[config.mk]
export PLATFORM = sky130hd
export DESIGN_NAME = dac_house_ctrl
export DESIGN_NICKNAME = d
export VERILOG_FILES = /design/src/verilog/dac_house_pkg.sv /design/src/verilog/cable_status.sv /design/src/verilog/dac_house_ctrl.sv /design/src/verilog/pin_sampler.sv
export SDC_FILE = /design/constraint.sdc
export NUM_CORES = 1
export LEC_CHECK = 0
export BUFFER_PORTS_ARGS = -buffer_cell sky130_fd_sc_hd__buf_2
export CAP_MARGIN = 30
export CORE_MARGIN = 1.5
export CORE_UTILIZATION = 45
export CTS_CLUSTER_SIZE = 10
export DETAILED_ROUTE_END_ITERATION = 7
export PLACE_DENSITY_LB_ADDON = 0.15
export SLEW_MARGIN = 15
export SYNTH_ARGS = -nofsm -noshare
export SYNTH_HDL_FRONTEND = slang
export SYNTH_SLANG_ARGS = --single-unit
export TNS_END_PERCENT = 100
[constraint.sdc]
create_clock -name clk_i -period 1.5 [get_ports clk_i]
set_clock_uncertainty 0.1 [all_clocks]
set_input_delay 0.15 -clock clk_i [delete_from_list [all_inputs] [get_ports clk_i]]
set_output_delay 0.15 -clock clk_i [all_outputs]
set_load 0.01 [all_outputs]
[src/verilog/dac_house_pkg.sv]
package dac_house_pkg;
  // Register offsets
  localparam logic [7:0] DAC_POWER_UP_ADDR = 8'h00;
  localparam logic [7:0] LOW_POWER_ADDR = 8'h0d;
  localparam logic [7:0] OUT_CONFIG_ADDR = 8'h0e;
  localparam logic [7:0] CABLE_ADDR = 8'h10;
  localparam logic [7:0] PIN_RB0_ADDR = 8'h12;
  localparam logic [7:0] PIN_RB1_ADDR = 8'h13;
  localparam logic [7:0] PIN_RB2_ADDR = 8'h14;
  localparam logic [7:0] CTRL_RB_ADDR = 8'h16;
  localparam logic [7:0] SOFT_RESET_ADDR = 8'h17;
  // Field positions
  localparam int STAT_DAC1_BIT = 0;
  localparam int STAT_DAC2_BIT = 1;
  localparam int DETECT_EN_BIT = 2;
  localparam int AUTO_PD_BIT = 4;
  localparam int SOFT_RESET_BIT = 1;
  localparam int COMPONENT_BIT = 0;
  // Values after reset
  localparam logic [2:0] DAC_POWER_UP_RST = 3'h7;
  localparam logic [2:0] LOW_POWER_RST = 3'h0;
  localparam logic [1:0] CABLE_STAT_RST = 2'h0;
  // Output configurations
  typedef enum logic [0:0] {
    CFG_CVBS_YC = 1'b0,
    CFG_COMPONENT = 1'b1
  } out_config_t;
endpackage

[src/verilog/cable_status.sv]
`timescale 1ns/10ps
module cable_status #(
  parameter int N = 2
) (
  // Clock and reset
  input wire logic clk_i,
  input wire logic clear_i,
  // Frame strobe and sensing
  input wire logic frame_i,
  input wire logic [N-1:0] monitor_i,
  input wire logic [N-1:0] sense_i,
  // Status, 0 = cable present
  output logic [N-1:0] status_o
);
  genvar g;
  generate
    for (g = 0; g < N; g++) begin : g_dac
      always_ff @(posedge clk_i) begin
        if (clear_i) begin
          status_o[g] <= dac_house_pkg::CABLE_STAT_RST[g];
        end else if (frame_i && monitor_i[g]) begin
          status_o[g] <= ~sense_i[g];
        end
      end
    end
  endgenerate
endmodule // cable_status

[src/verilog/dac_house_ctrl.sv]
// Function
// - Three independent DAC low power enables
// - Low power off after any reset
// - Monitor only DACs that are powered up
// - Composite/YC monitors first and second DAC
// - Component monitors first DAC only
// - Status bits updated once per frame
// - Status 0 when cable found, else 1
// - Bit 4 enables automatic DAC power-down
// - Auto power-down needs detection running
// - Composite/YC: DAC1 alone, DAC2 with DAC3
// - Component: first DAC off drops three
// - Power state held for whole frame
// - Host reads back input pin levels
// - Software reset restores register defaults
// - Software reset bit clears itself
// - Software reset keeps host protocol
// - Power-on reset initialises all logic
`timescale 1ns/10ps
module dac_house_ctrl (
  // Clock and power-on reset
  input wire logic clk_i,
  input wire logic rstn_i,
  // Register port from the serial host front end
  input wire logic reg_wr_i,
  input wire logic [7:0] reg_addr_i,
  input wire logic [7:0] reg_wdata_i,
  output logic [7:0] reg_rdata_o,
  // Host protocol selection
  input wire logic spi_select_i,
  output logic spi_mode_o,
  // Frame timing and cable sensing
  input wire logic frame_start_i,
  input wire logic [1:0] cable_sense_i,
  // Pins for readback
  input wire logic [7:0] s_pix_i,
  input wire logic [7:0] y_pix_i,
  input wire logic [7:0] c_pix_i,
  input wire logic [4:0] sync_blank_i,
  input wire logic serial_flag_pin_i,
  // DAC controls
  output logic [2:0] dac_low_power_o,
  output logic [2:0] dac_power_o
);

  // ------------------------------------------------------------
  // Reset
  // ------------------------------------------------------------
  logic soft_reset_reg;
  logic clear;

  // Register clear comes from power-on or software reset
  assign clear = !rstn_i || soft_reset_reg;

  always_ff @(posedge clk_i) begin
    if (!rstn_i) begin
      soft_reset_reg <= 1'b0;
    end else begin
      // Pulse lasts one cycle and then reads back as zero
      soft_reset_reg <= reg_wr_i && reg_addr_i == dac_house_pkg::SOFT_RESET_ADDR
        && reg_wdata_i[dac_house_pkg::SOFT_RESET_BIT] && !soft_reset_reg;
    end
  end

  // Protocol choice survives software reset; only power-on restores it
  always_ff @(posedge clk_i) begin
    if (!rstn_i) begin
      spi_mode_o <= 1'b0;
    end else if (spi_select_i) begin
      spi_mode_o <= 1'b1;
    end
  end

  // ------------------------------------------------------------
  // Control registers
  // ------------------------------------------------------------
  logic [2:0] power_up_reg;
  logic [2:0] low_power_reg;
  logic component_reg;
  logic detect_en_reg;
  logic auto_pd_reg;
  logic wr_pu;
  logic wr_lp;
  logic wr_cfg;
  logic wr_cab;

  assign wr_pu = reg_wr_i && reg_addr_i == dac_house_pkg::DAC_POWER_UP_ADDR;
  assign wr_lp = reg_wr_i && reg_addr_i == dac_house_pkg::LOW_POWER_ADDR;
  assign wr_cfg = reg_wr_i && reg_addr_i == dac_house_pkg::OUT_CONFIG_ADDR;
  assign wr_cab = reg_wr_i && reg_addr_i == dac_house_pkg::CABLE_ADDR;

  always_ff @(posedge clk_i) begin
    if (clear) begin
      power_up_reg <= dac_house_pkg::DAC_POWER_UP_RST;
    end else if (wr_pu) begin
      power_up_reg <= reg_wdata_i[2:0];
    end
  end

  always_ff @(posedge clk_i) begin
    if (clear) begin
      low_power_reg <= dac_house_pkg::LOW_POWER_RST;
    end else if (wr_lp) begin
      low_power_reg <= reg_wdata_i[2:0];
    end
  end

  assign dac_low_power_o = low_power_reg;

  always_ff @(posedge clk_i) begin
    if (clear) begin
      component_reg <= dac_house_pkg::CFG_CVBS_YC;
    end else if (wr_cfg) begin
      component_reg <= reg_wdata_i[dac_house_pkg::COMPONENT_BIT];
    end
  end

  always_ff @(posedge clk_i) begin
    if (clear) begin
      detect_en_reg <= 1'b0;
      auto_pd_reg <= 1'b0;
    end else if (wr_cab) begin
      detect_en_reg <= reg_wdata_i[dac_house_pkg::DETECT_EN_BIT];
      auto_pd_reg <= reg_wdata_i[dac_house_pkg::AUTO_PD_BIT];
    end
  end

  // ------------------------------------------------------------
  // Cable detection
  // ------------------------------------------------------------
  logic [1:0] monitor;
  logic [1:0] cable_stat;
  logic [1:0] mon_reg;

  assign monitor[0] = detect_en_reg && power_up_reg[0];
  // Second DAC left alone in component mode so its status stays put
  assign monitor[1] = detect_en_reg && power_up_reg[1]
    && component_reg == dac_house_pkg::CFG_CVBS_YC;

  cable_status #(
    .N(2)
  ) u_cable_status (
    .clk_i(clk_i),
    .clear_i(clear),
    .frame_i(frame_start_i),
    .monitor_i(monitor),
    .sense_i(cable_sense_i),
    .status_o(cable_stat)
  );

  // Which DACs were checked this frame; decisions hold until the next check
  always_ff @(posedge clk_i) begin
    if (clear) begin
      mon_reg <= 2'h0;
    end else if (frame_start_i) begin
      mon_reg <= monitor;
    end
  end

  // ------------------------------------------------------------
  // Auto power-down
  // ------------------------------------------------------------
  logic auto_active;
  logic off1;
  logic off2;
  logic [2:0] power_next;

  // Without detection running the enable bit does nothing
  assign auto_active = auto_pd_reg && detect_en_reg;
  assign off1 = auto_active && mon_reg[0] && cable_stat[0];
  // Component: DAC1 decides for all three; composite: DAC2 decides for 2 and 3
  assign off2 = component_reg ? off1
    : auto_active && mon_reg[1] && cable_stat[1];

  always_comb begin
    power_next = power_up_reg;
    if (off1) begin
      power_next[0] = 1'b0;
    end
    if (off2) begin
      power_next[1] = 1'b0;
      power_next[2] = 1'b0;
    end
  end

  always_ff @(posedge clk_i) begin
    if (clear) begin
      dac_power_o <= dac_house_pkg::DAC_POWER_UP_RST;
    end else begin
      dac_power_o <= power_next;
    end
  end

  // ------------------------------------------------------------
  // Pin readback
  // ------------------------------------------------------------
  logic [29:0] pin_level;

  // Levels are only captured while the pixel clock runs
  pin_sampler #(
    .W(30)
  ) u_pin_sampler (
    .clk_i(clk_i),
    .clear_i(!rstn_i),
    .pins_i({serial_flag_pin_i, sync_blank_i, c_pix_i, y_pix_i, s_pix_i}),
    .level_o(pin_level)
  );

  // ------------------------------------------------------------
  // Read data
  // ------------------------------------------------------------
  always_ff @(posedge clk_i) begin
    if (!rstn_i) begin
      reg_rdata_o <= 8'h00;
    end else begin
      case (reg_addr_i)
        dac_house_pkg::DAC_POWER_UP_ADDR: reg_rdata_o <= {5'h00, power_up_reg};
        dac_house_pkg::LOW_POWER_ADDR: reg_rdata_o <= {5'h00, low_power_reg};
        dac_house_pkg::OUT_CONFIG_ADDR: reg_rdata_o <= {7'h00, component_reg};
        dac_house_pkg::CABLE_ADDR: begin
          reg_rdata_o <= {3'h0, auto_pd_reg, 1'b0, detect_en_reg, cable_stat};
        end
        dac_house_pkg::PIN_RB0_ADDR: reg_rdata_o <= pin_level[7:0];
        dac_house_pkg::PIN_RB1_ADDR: reg_rdata_o <= pin_level[15:8];
        dac_house_pkg::PIN_RB2_ADDR: reg_rdata_o <= pin_level[23:16];
        dac_house_pkg::CTRL_RB_ADDR: reg_rdata_o <= {2'h0, pin_level[29:24]};
        dac_house_pkg::SOFT_RESET_ADDR: reg_rdata_o <= {6'h00, soft_reset_reg, 1'b0};
        default: reg_rdata_o <= 8'h00;
      endcase
    end
  end
endmodule // dac_house_ctrl

[src/verilog/pin_sampler.sv]
`timescale 1ns/10ps
module pin_sampler #(
  parameter int W = 30
) (
  // Clock and reset
  input wire logic clk_i,
  input wire logic clear_i,
  // Pins
  input wire logic [W-1:0] pins_i,
  output logic [W-1:0] level_o
);
  // Sampled every rising edge of the pixel clock; with no clock the levels freeze
  always_ff @(posedge clk_i) begin
    if (clear_i) begin
      level_o <= '0;
    end else begin
      level_o <= pins_i;
    end
  end
endmodule // pin_sampler
==> metrics.txt <==
synthesized cell area=2192 sq um; I/O Buffers=63; core area=4692 sq um; syn avg cell area=9.786 sq um; die height=72.80 um; Initial DRC Count=111; Max-cap violations=0; leakage power=0.001459 uW; multiplexer share of the synthesized area=0.07135; TritonRoute pass-1 iters=4; Area Growth Syn to Fin=48.63%; Crit. End Element=register; Pwr Density=885.0 nW/um^2; vias in the first global route=1992; Worst-path clk slew=0.10 ns; Post-CTS Setup Repair Bufs=0; Comb pwr share=0.121; Total Wirelength=5.600 mm; Wirelength per Cell=13.83 um; largest family of logic cells by synthesized area=simple AND/OR/NAND/NOR gates; adder-cell share of the synthesized area=0; Placed Area=2773 sq um; Final min period=1.422 ns; Final ANT Viol Nets=0; max-slew violations=0; final hold vios=0; initial antenna violation count=0; Data required, critical path=1.63 ns; TNS Setup=0 ns; worst slew pin tran=0.4584 ns; RePlAce Congestion=0.9343; post-synthesis sequential area ratio=0.5114; Die Area=5299 sq um; # IOs=68; Clock Path Buffers=2; Tcrit/Tclk final=0.9480; maximum clock rate=703.3 MHz; Worst Hold Class=in -> reg; global route overflow=0; Std-Cell Rows=25; Reg power frac=0.535; critical path class=in -> reg; Worst IR Drop VDD=0.6274 mV; clock share of power=0.343; biggest regs=u_pin_sampler.level_o x30, reg_rdata_o x8; Initial Utilization=0.4672; clock latency on the worst-skew pair=0.30 ns; syn_nets=277; number of flops mapped to enable cells by yosys=0; Critical Path AT=1.55 ns; Top reg by flops=u_pin_sampler.level_o; outcome=finished, final reports clean; H-tree depth=2; simple-gate area share of the yosys netlist=0.2814; fin nets=403; TritonCTS Buffers=5; GRT Overall Usage=0.2284; cell count after synthesis=224; clock sink count=56; DR vias=2047; largest net degree at the start of global routing=34; Vias/cell=5.054; layout cells sized above 1=0.3248; root buf cell=clkbuf_8; RSZ-0062 raised after global routing=no; ys async rst share=0; # setup viols final=0; Switching Share=0.2234; yosys warns=0; HPWL Detailed=3.796 mm; max FFs per register=30; P_sw=644.2 uW; critical path launch point type=primary input; diode count=0; complex-gate fraction of the synthesized area=0.1096; # DRC=0; CTS tree=done; first-pass GRT wire length=9.128 mm; Post-Synth XOR/XNOR Area=0; CP max FO=4; Die X=72.80 um; Int Power=2239 uW; Synth Flop Type=dfxtp_1; Seq cells post-synth=56; Yosys cell types=41; Design Area, Final=3258 sq um; slew margin rel.=0.6944
[logic make-up (layout without fill, tap and decap cells)]
family          Yosys count  after routing
flops                    56             56
compound gates           33             33
simple gates            105            105
buf+inv                  15            142
mux                      15             15
[Yosys cell counts, types with 5 or more instances]
master | instances | area share
nand4_1 | 7 | 0.020
o21ai_0 | 5 | 0.011
a22oi_1 | 6 | 0.021
nor2_1 | 12 | 0.021
and2_1 | 31 | 0.088
nor3_1 | 8 | 0.018
dfxtp_1 | 56 | 0.51
nand3_1 | 10 | 0.023
a21oi_1 | 5 | 0.011
mux2i_1 | 10 | 0.046
clkbuf_1 | 9 | 0.015
nand2_1 | 12 | 0.021
[area by class of cell]
class	instances	area, sq um
clock buffers	5	68.82
clock inverters	3	46.29
fillers	360	1434
inverters	4	15.01
multi-input cells	153	1032
flip-flops and latches	56	1122
well taps	54	67.56
repair buffers	130	905.9
[metal layers]
metal	vias to the layer above	routed length, um	GRT usage
li1	1051	-	-
met1	922	2555	0.2917
met2	65	2694	0.3874
met3	9	257	0.04420
met4	0	92	0.07547
met5	-	0	0
[stage by stage]
| step | cells | power [uW] | utilization | setup WS [ns] | hold slack (ns) |
|---|---|---|---|---|---|
| floorplan | 224 | 1691 | - | -0.05175 | 0.1438 |
| global placement | 362 | 1845 | 0.5909 | -0.1766 | 0.2321 |
| detailed placement | 362 | 1848 | 0.5909 | -0.1995 | 0.2338 |
| CTS | 405 | 2904 | 0.6915 | 0.007934 | 0.003881 |
| global route | 405 | 3004 | 0.6944 | 0.006578 | 0.01228 |
| finish | 405 | 2884 | 0.6944 | 0.07804 | 0.02163 |
[power by group through the flow]
stage	sequential (uW)	combinational (uW)	clock, uW
after floorplan	1570	117	0
after global placement	1580	269	0
after detailed placement	1580	270	0
after CTS	1540	342	1020
after global routing	1550	380	1080
final	1540	350	990
[worst max-delay path, stage by stage]
cell,delay [ns]
buf_2,0.11
or4b_4,0.56
nor4b_1,0.39
a2111oi_2,0.09
a211oi_1,0.25
[final timing paths]
kind	start	endpoint	slack, ns	cells past startpoint
worst max-delay path	reg_addr_i[5]	reg_rdata_o[1]	0.08	5
worst min-delay path	reg_wdata_i[1]	dac_low_power_o[1]	0.02	3
worst max register to register	u_pin_sampler.level_o[17]	reg_rdata_o[1]	0.09	4
worst min register to register	spi_mode_o	spi_mode_o	0.38	1
[what timing repair did]
action,CTS,global route
endpoints found under the hold margin,37,0
setup endpoints to repair,1,2
pin swaps,1,2
resized for setup,2,4
hold buffers,35,0
[placed cells by master (no fill, tap or decap), types with 4 or more instances in the layout]
master	instances
buf_2	63
nor2b_1	4
a21oi_1	5
o21ai_0	5
a22oi_1	6
nand4_1	7
nand2_1	12
nand3_1	10
dfxtp_1	55
clkbuf_8	5
nor2_1	12
o22a_1	4
buf_4	32
and2_1	31
mux2i_1	10
and3_1	4
nor3_1	8
mux2_1	4
dlygate4sd3_1	35
inv_1	4
Note: power is estimated with default switching activity, not from simulation.
